## src/core/egpio_pkg.sv

```systemverilog
// Package for the eight-bit port with analog-shared pins
package egpio_pkg;

	// ------------------------------------------------------------
	// Register map (byte addresses)
	// ------------------------------------------------------------
	localparam logic [11:0] EGPIO_OFF_LATCH = 12'h000;
	localparam logic [11:0] EGPIO_OFF_DIR = 12'h004;
	localparam logic [11:0] EGPIO_OFF_PULL = 12'h008;
	localparam logic [11:0] EGPIO_OFF_AIDL = 12'h00c;
	localparam logic [11:0] EGPIO_OFF_STBY = 12'h010;

	// ------------------------------------------------------------
	// Reset values
	// ------------------------------------------------------------
	localparam logic [7:0] EGPIO_RST_LATCH = 8'h00;
	localparam logic [7:0] EGPIO_RST_DIR = 8'h00;
	localparam logic [7:0] EGPIO_RST_PULL = 8'h00;
	localparam logic [3:0] EGPIO_RST_AIDL = 4'h0;
	localparam logic EGPIO_RST_SPL = 1'b0;

	// ------------------------------------------------------------
	// Pin layout
	// ------------------------------------------------------------
	localparam logic [7:0] EGPIO_ANALOG_PINS = 8'h33;
	localparam logic [7:0] EGPIO_OPEN_DRAIN_PINS = 8'hc0;
	localparam logic [7:0] EGPIO_PULL_PINS = 8'h3f;
	localparam int EGPIO_IRQ6_PIN = 2;
	localparam int EGPIO_IRQ7_PIN = 3;
	localparam int EGPIO_STBY_SPL_BIT = 0;

	typedef struct packed {
		logic [7:0] out;
		logic [7:0] oe_b;
		logic [7:0] pull_en;
	} egpio_pad_t;

	typedef struct packed {
		logic [7:0] oe;
		logic [7:0] dat;
	} egpio_periph_t;

endpackage : egpio_pkg

```

## src/core/egpio_port.sv

```systemverilog
// Eight-bit port: latch, direction, pull-up, analog disable, standby isolation
`timescale 1ns/1ps
`default_nettype none
module egpio_port
	import egpio_pkg::*;
(
	input wire logic ref_clk_i,
	input wire logic rst_b_i,
	input wire logic clk_en_i,
	input wire logic psel_i,
	input wire logic penable_i,
	input wire logic pwrite_i,
	input wire logic [11:0] paddr_i,
	input wire logic [31:0] pwdata_i,
	input wire logic [3:0] pstrb_i,
	output logic [31:0] prdata_o,
	output logic pready_o,
	output logic pslverr_o,
	input wire logic rmw_read_i,
	input wire egpio_periph_t periph_i,
	input wire logic standby_stop_watch_i,
	input wire logic [1:0] ext_irq_enable_i,
	input wire logic [7:0] pad_in_i,
	output egpio_pad_t pad_o,
	output logic ext_irq_input_six_o,
	output logic ext_irq_input_seven_o,
	output logic [3:0] analog_sel_o
);

	// ------------------------------------------------------------
	// Registers
	// ------------------------------------------------------------
	logic [7:0] port_output_latch_q;
	logic [7:0] port_direction_select_q;
	logic [7:0] port_pullup_enable_q;
	logic [3:0] analog_input_disable_low_q;
	logic standby_pin_state_select_q;
	logic [7:0] sync1_q;
	logic [7:0] sync2_q;
	logic [31:0] prdata_q;
	logic pready_q;
	logic pslverr_q;
	egpio_pad_t pad_q;
	egpio_pad_t pad_d;
	logic irq6_q;
	logic irq7_q;
	logic [3:0] analog_sel_q;

	logic acc_first;
	logic wr_en;
	logic rd_en;
	logic [4:0] reg_sel;
	logic sel_latch;
	logic sel_dir;
	logic sel_pull;
	logic sel_aidl;
	logic sel_stby;
	logic sel_none;
	logic lane0;
	logic [7:0] wr_byte;
	logic [7:0] port_read;
	logic [7:0] irq_keep;
	logic [7:0] drv_on;
	logic [7:0] drv_val;
	logic [7:0] pull_on;
	logic isolate;
	logic [7:0] in_enable;
	logic [7:0] pin_level;
	logic [7:0] periph_oe;

	// Expand the four analog-disable bits onto pins 0,1,4,5
	function automatic logic [7:0] egpio_aidl_expand(input logic [3:0] a);
		egpio_aidl_expand = {2'b11, a[3:2], 2'b11, a[1:0]};
	endfunction : egpio_aidl_expand

	// ------------------------------------------------------------
	// Address decode
	// ------------------------------------------------------------
	// One-hot select, shared by write strobes, read mux and error flag
	function automatic logic [4:0] egpio_decode(input logic [11:0] a);
		egpio_decode = 5'b0_0000;
		if (a == EGPIO_OFF_LATCH) begin
			egpio_decode = 5'b0_0001;
		end else if (a == EGPIO_OFF_DIR) begin
			egpio_decode = 5'b0_0010;
		end else if (a == EGPIO_OFF_PULL) begin
			egpio_decode = 5'b0_0100;
		end else if (a == EGPIO_OFF_AIDL) begin
			egpio_decode = 5'b0_1000;
		end else if (a == EGPIO_OFF_STBY) begin
			egpio_decode = 5'b1_0000;
		end
	endfunction : egpio_decode

	// Data-register read per pin; RMW reads always see the latch
	function automatic logic [7:0] egpio_port_read(
		input logic rmw,
		input logic [7:0] latch,
		input logic [7:0] dir,
		input logic [7:0] poe,
		input logic [7:0] level
	);
		logic [7:0] r;
		r = 8'h00;
		for (int i = 0; i < 8; i++) begin
			if (rmw) begin
				r[i] = latch[i];
			end else if (poe[i]) begin
				r[i] = level[i];
			end else if (dir[i]) begin
				r[i] = latch[i];
			end else begin
				r[i] = level[i];
			end
		end
		egpio_port_read = r;
	endfunction : egpio_port_read

	// ------------------------------------------------------------
	// APB slave, one wait state
	// ------------------------------------------------------------
	// Reads are prepared on the first access cycle so data stands with ready;
	// writes land only on the edge that completes the transfer
	assign acc_first = clk_en_i && psel_i && penable_i && !pready_q;
	assign rd_en = acc_first && !pwrite_i;
	assign wr_en = clk_en_i && psel_i && penable_i && pready_q && pwrite_i && lane0;
	assign lane0 = pstrb_i[0];
	assign wr_byte = pwdata_i[7:0];
	assign reg_sel = egpio_decode(paddr_i);
	assign sel_latch = reg_sel[0];
	assign sel_dir = reg_sel[1];
	assign sel_pull = reg_sel[2];
	assign sel_aidl = reg_sel[3];
	assign sel_stby = reg_sel[4];
	assign sel_none = ~|reg_sel;

	// Latch writes land whatever the direction
	always_ff @(posedge ref_clk_i or negedge rst_b_i) begin
		if (!rst_b_i) begin
			port_output_latch_q <= EGPIO_RST_LATCH;
		end else if (wr_en && sel_latch) begin
			port_output_latch_q <= wr_byte;
		end
	end

	always_ff @(posedge ref_clk_i or negedge rst_b_i) begin
		if (!rst_b_i) begin
			port_direction_select_q <= EGPIO_RST_DIR;
		end else if (wr_en && sel_dir) begin
			port_direction_select_q <= wr_byte;
		end
	end

	always_ff @(posedge ref_clk_i or negedge rst_b_i) begin
		if (!rst_b_i) begin
			port_pullup_enable_q <= EGPIO_RST_PULL;
		end else if (wr_en && sel_pull) begin
			port_pullup_enable_q <= wr_byte;
		end
	end

	// Field bits 2,3,6,7 map to pins 0,1,4,5
	always_ff @(posedge ref_clk_i or negedge rst_b_i) begin
		if (!rst_b_i) begin
			analog_input_disable_low_q <= EGPIO_RST_AIDL;
		end else if (wr_en && sel_aidl) begin
			analog_input_disable_low_q <= {wr_byte[7:6], wr_byte[3:2]};
		end
	end

	always_ff @(posedge ref_clk_i or negedge rst_b_i) begin
		if (!rst_b_i) begin
			standby_pin_state_select_q <= EGPIO_RST_SPL;
		end else if (wr_en && sel_stby) begin
			standby_pin_state_select_q <= wr_byte[EGPIO_STBY_SPL_BIT];
		end
	end

	// ------------------------------------------------------------
	// Input path
	// ------------------------------------------------------------
	always_ff @(posedge ref_clk_i or negedge rst_b_i) begin
		if (!rst_b_i) begin
			sync1_q <= 8'h00;
			sync2_q <= 8'h00;
		end else if (clk_en_i) begin
			sync1_q <= pad_in_i;
			sync2_q <= sync1_q;
		end
	end

	assign isolate = standby_pin_state_select_q && standby_stop_watch_i;

	// ------------------------------------------------------------
	// Isolation
	// ------------------------------------------------------------
	// Interrupt pins stay open in isolation only while their interrupt is on
	always_comb begin
		irq_keep = 8'h00;
		irq_keep[EGPIO_IRQ6_PIN] = ext_irq_enable_i[0];
		irq_keep[EGPIO_IRQ7_PIN] = ext_irq_enable_i[1];
	end

	// Blocked inputs read low: analog pins and isolated pins
	always_comb begin
		in_enable = egpio_aidl_expand(analog_input_disable_low_q);
		if (isolate) begin
			in_enable = irq_keep;
		end
	end

	assign pin_level = sync2_q & in_enable;

	// Interrupt feed ignores direction and peripheral use
	always_ff @(posedge ref_clk_i or negedge rst_b_i) begin
		if (!rst_b_i) begin
			irq6_q <= 1'b0;
			irq7_q <= 1'b0;
		end else if (clk_en_i) begin
			irq6_q <= pin_level[EGPIO_IRQ6_PIN];
			irq7_q <= pin_level[EGPIO_IRQ7_PIN];
		end
	end

	// ------------------------------------------------------------
	// Pad drive
	// ------------------------------------------------------------
	// Active-high peripheral enable: 1 means the peripheral drives the pad
	assign periph_oe = periph_i.oe;

	// ------------------------------------------------------------
	// Drive source per pin
	// ------------------------------------------------------------
	// Peripheral first, then the port latch; neither when isolated
	always_comb begin
		drv_on = 8'h00;
		drv_val = 8'h00;
		for (int i = 0; i < 8; i++) begin
			if (periph_oe[i]) begin
				drv_on[i] = 1'b1;
				drv_val[i] = periph_i.dat[i];
			end else if (port_direction_select_q[i]) begin
				drv_on[i] = 1'b1;
				drv_val[i] = port_output_latch_q[i];
			end else begin
				drv_on[i] = 1'b0;
			end
			// Open-drain pins only ever pull low
			if (EGPIO_OPEN_DRAIN_PINS[i] && drv_val[i]) begin
				drv_on[i] = 1'b0;
			end
			if (isolate) begin
				drv_on[i] = 1'b0;
			end
		end
	end

	// Pull-up off while low is driven, saves the static current
	always_comb begin
		pull_on = 8'h00;
		for (int i = 0; i < 8; i++) begin
			pull_on[i] = port_pullup_enable_q[i] && EGPIO_PULL_PINS[i]
				&& !(drv_on[i] && !drv_val[i]);
		end
	end

	always_comb begin
		pad_d.out = drv_val;
		pad_d.oe_b = ~drv_on;
		pad_d.pull_en = pull_on;
	end

	always_ff @(posedge ref_clk_i or negedge rst_b_i) begin
		if (!rst_b_i) begin
			pad_q <= '{out: 8'h00, oe_b: 8'hff, pull_en: 8'h00};
		end else if (clk_en_i) begin
			pad_q <= pad_d;
		end
	end

	// Analog select follows the disable bits inverted
	always_ff @(posedge ref_clk_i or negedge rst_b_i) begin
		if (!rst_b_i) begin
			analog_sel_q <= 4'hf;
		end else if (clk_en_i) begin
			analog_sel_q <= ~analog_input_disable_low_q;
		end
	end

	// ------------------------------------------------------------
	// Read data
	// ------------------------------------------------------------
	// Only the latch read depends on direction and RMW
	assign port_read = egpio_port_read(rmw_read_i, port_output_latch_q,
		port_direction_select_q, periph_oe, pin_level);

	always_ff @(posedge ref_clk_i or negedge rst_b_i) begin
		if (!rst_b_i) begin
			prdata_q <= 32'h0000_0000;
		end else if (rd_en) begin
			if (sel_latch) begin
				prdata_q <= {24'h00_0000, port_read};
			end else if (sel_dir) begin
				prdata_q <= {24'h00_0000, port_direction_select_q};
			end else if (sel_pull) begin
				prdata_q <= {24'h00_0000, port_pullup_enable_q};
			end else if (sel_aidl) begin
				prdata_q <= {24'h00_0000, analog_input_disable_low_q[3:2], 2'b00,
					analog_input_disable_low_q[1:0], 2'b00};
			end else if (sel_stby) begin
				prdata_q <= {31'h0000_0000, standby_pin_state_select_q};
			end else begin
				prdata_q <= 32'h0000_0000;
			end
		end
	end

	// Error flag is settled with ready for reads and writes alike
	always_ff @(posedge ref_clk_i or negedge rst_b_i) begin
		if (!rst_b_i) begin
			pslverr_q <= 1'b0;
		end else if (acc_first) begin
			pslverr_q <= sel_none;
		end
	end

	always_ff @(posedge ref_clk_i or negedge rst_b_i) begin
		if (!rst_b_i) begin
			pready_q <= 1'b0;
		end else if (clk_en_i) begin
			pready_q <= psel_i && penable_i && !pready_q;
		end
	end

	// ------------------------------------------------------------
	// Outputs
	// ------------------------------------------------------------
	assign prdata_o = prdata_q;
	assign pready_o = pready_q;
	assign pslverr_o = pslverr_q;
	assign pad_o = pad_q;
	assign ext_irq_input_six_o = irq6_q;
	assign ext_irq_input_seven_o = irq7_q;
	assign analog_sel_o = analog_sel_q;

endmodule : egpio_port
`default_nettype wire

```

## config.mk

```make
export PLATFORM = sky130hd
export DESIGN_NAME = egpio_port
export DESIGN_NICKNAME = d
export VERILOG_FILES = /design/src/core/egpio_pkg.sv /design/src/core/egpio_port.sv
export SDC_FILE = /design/constraint.sdc
export NUM_CORES = 1
export LEC_CHECK = 0
export BUFFER_PORTS_ARGS = -buffer_cell sky130_fd_sc_hd__buf_4
export CAP_MARGIN = 20
export CORE_UTILIZATION = 45
export DETAILED_ROUTE_END_ITERATION = 10
export PLACE_DENSITY = 0.87
export SLEW_MARGIN = 20
export SYNTH_ARGS = -nofsm -noshare
export SYNTH_HDL_FRONTEND = slang
export SYNTH_SLANG_ARGS = --single-unit
```

## constraint.sdc

```tcl
create_clock -name ref_clk_i -period 1.8 [get_ports ref_clk_i]
set_clock_uncertainty 0.2 [all_clocks]
set_input_delay 0.18 -clock ref_clk_i [delete_from_list [all_inputs] [get_ports ref_clk_i]]
set_output_delay 0.18 -clock ref_clk_i [all_outputs]
set_load 0.1 [all_outputs]
```

==> impl_metrics.csv <==
group,metric,value,unit
floorplanning,coreArea,0.00876,mm^2
hold_path,hp-class,"in -> reg",
timing,worst_slack,-62.4,ps
timing,worst_pin_slew,714,ps
floorplanning,fp.dieH,97.6,um
floorplanning,pin_count,146,
finish,fin_area,0.00564,mm^2
pwr,peakVddDrop,0.541,mV
timing,hold_slack,17.9,ps
timing,fin_crit_sh,1.03,
route,drtAntennaViolNets,0,
timing,slew_violations,0,
yosys,synth_flop_cell,"dfrtp_1",
clocking,clk_latency,370,ps
finish,register_area,0.00210,mm^2
worst_setup_path,worstSetupPathType,"in -> reg",
route,via_count,3444,
timing,rsz0062_at_grt,"yes",
placement,gp_congestion,0.872,
timing,slew_headroom,0.524,
clocking,cts_buffers,9,
timing,final_hold_viol_count,0,
global_routing,grt_pass1_wl,17600,um
global_routing,grt_max_degree,68,
yosys,ys_top_cells_by_area,"dfrtp_1, mux2_2, dfstp_2",
clocking,htree_levels,3,
clocking,clk_path_buf_depth,2,
route,routed_wl,10700,um
finish,drive_gt1_frac,0.396,
yosys,ys_seq_area_frac,0.509,
worst_setup_path,cpMaxStageDelayCell,"or4_4",
yosys,netlist_instances,371,
placement,dpl.cell_count,575,
yosys,async_reset_ff_frac,1.00,
route,vias_per_cell,5.46,
placement,place.port_buffers,92,
worst_setup_path,start_kind,"primary input",
finish,area_growth,37.1,%
pwr,cellPowerDensity,816,mW/mm^2
floorplanning,die_w,97.6,um
yosys,synth_most_common_cell,"dfrtp_1",
worst_setup_path,worstPathCellList,"buf_6 > or4_4 > nor4_4 > buf_6 > nand4_1 > mux2_2",
yosys,synth_area_per_cell,11.1,um^2
timing,timing.fmax,0.537,GHz
worst_setup_path,worstSetupEndpointType,"flip-flop",
yosys,synth_top_area_frac,0.432,
route,wl_per_cell,16.9,um
timing,fin_crit,1860,ps
placement,dpl_cell_area,0.00495,mm^2
route,drtIter0Drc,242,
finish,antenna_cells,0,
global_routing,overflow,0,
yosys,synth_top_area_cell,"dfrtp_1",
yosys,synth_warnings,0,
worst_setup_path,arrival,1910,ps
global_routing,grt_pass1_vias,3565,
yosys,synth_seq_cells,83,
worst_setup_path,critical_path.max_stage_delay,540,ps
finish,layout.nets,600,
yosys,synth_cell_types,44,
global_routing,grt_usage,0.235,
yosys,netlist_area,0.00411,mm^2
worst_setup_path,cpMostUsedCell,"buf_6",
clocking,clk_pin_slew,80,ps
worst_setup_path,cp_max_fo,5,
finish,fin_cells,631,
floorplanning,std_cell_rows,34,
clocking,cts_tree,"done",
route,drtPass1Iterations,6,
placement,hpwl,7460,um
finish,nFillCells,650,
route,remaining_drc_errors,0,
worst_setup_path,critPathRequiredTime,1850,ps
floorplanning,start_util,0.469,
run_status,status,"finished, violations left",
clocking,cts_sinks,83,
global_routing,antenna_found_initial,0,
finish,multiInputGateArea,0.00184,mm^2
floorplanning,dieArea,0.00952,mm^2
pwr,total_power,4.60,mW
run_status,failed_checks,"negative setup slack",
timing,setup_viol,12,
yosys,ys_top_cells_by_count,"dfrtp_1, mux2_2, buf_4",
clocking,cts_root_buf,"clkbuf_8",
run,maxCapViolations,0,
pwr,p_leak,2.60,nW
yosys,synth_edf_count,0,
## path summary, 6_finish.rpt
kind	end	from	cells past startpoint	slack [ps]
max	analog_input_disable_low_q[2]	paddr_i[9]	6	-60
min	pad_o[19]	periph_i[3]	3	20
max reg2reg	analog_input_disable_low_q[2]	pready_o	5	10
min reg2reg	analog_sel_o[3]	analog_sel_o[3]	2	280
max in group asynchronous	pad_o[11]	rst_b_i	3	740
min in group asynchronous	sync1_q[7]	rst_b_i	2	50
## power breakdown
group | leakage, nW | internal, mW | switching [mW]
Sequential | 1.06 | 1.97 | 0.0569
Combinational | 1.46 | 0.322 | 0.865
Clock | 0.0905 | 0.675 | 0.703
Total | 2.60 | 2.97 | 1.63
## state kept, by name, indices dropped and copies added (netlist names), 4 cells and up
signal / cells
port_output_latch_q: 8
port_pullup_enable_q: 8
sync1_q: 8
analog_sel_o: 4
pad_o: 22
prdata_o: 8
analog_input_disable_low_q: 4
port_direction_select_q: 8
sync2_q: 8
## layout by cell type, fill, tap and decap left out, drive strengths merged, types with 3 or more instances in the layout
cell         instances
mux2                47
a31oi                3
o311a                3
buf                118
o31ai                3
nand2b               4
nand4                6
o21a                 9
dlygate4sd3         35
inv                 19
a22oi                5
nor2                18
dfstp               12
or4                  3
dfrtp               71
mux2i               11
nand3               16
nor3b                5
nand2               10
o211ai              11
nor2b               13
clkbuf              10
o31a                 4
conb                26
a21oi               13
clkinvlp             4
o21ai               25
## critical path: cells and delay by family
family | cells | cell delay [ps]
buffers and inverters | 2 | 260
muxes | 1 | 380
and+or+nand+nor | 3 | 1080
## area by class of cell
| class | instances | share of cell area |
|---|---|---|
| tap | 108 | 0.0240 |
| clock inverter | 6 | 0.0115 |
| multi-input combinational | 252 | 0.327 |
| inverter | 19 | 0.0127 |
| timing repair buffer | 153 | 0.229 |
| sequential | 83 | 0.372 |
| clock buffer | 10 | 0.0244 |
## logic make-up (layout without fill, tap and decap cells)
logic type / after synthesis / in the layout / synth area share
flip-flops: 83 / 83 / 0.509
multiplexers: 58 / 58 / 0.156
AND/OR/NAND/NOR: 85 / 85 / 0.119
AO/OA/AOI/OAI: 83 / 83 / 0.133
buffers and inverters: 61 / 188 / 0.0822
other: 1 / 26 / 0.000913
## layer usage
| layer | GRT usage | wire length, um | up-vias |
|---|---|---|---|
| met2 | 0.397 | 5290 | 157 |
| met5 | 0 | 0 | - |
| met3 | 0.0504 | 673 | 23 |
| met4 | 0.0939 | 260 | 0 |
| li1 | - | - | 1573 |
| met1 | 0.294 | 4460 | 1691 |
## stage by stage
step | TNS (ps) | utilization | worst slack [ps]
finish | -225 | 0.643 | -62.4
global route | -1090 | 0.643 | -122
CTS | -18.0 | 0.635 | -6.86
detailed placement | -13970 | 0.565 | -482
global placement | -11890 | 0.565 | -387
floorplan | -5540 | - | -267
## timing repair
item                                    CTS  global route
pin swaps                                 4             8
endpoints found under the hold margin   129             0
endpoints found under the setup margin   25            34
hold buffers                             35             0
gates resized for setup                  10            15
buffers inserted                          3             2
No activity file was read; power rests on OpenSTA's default activity.
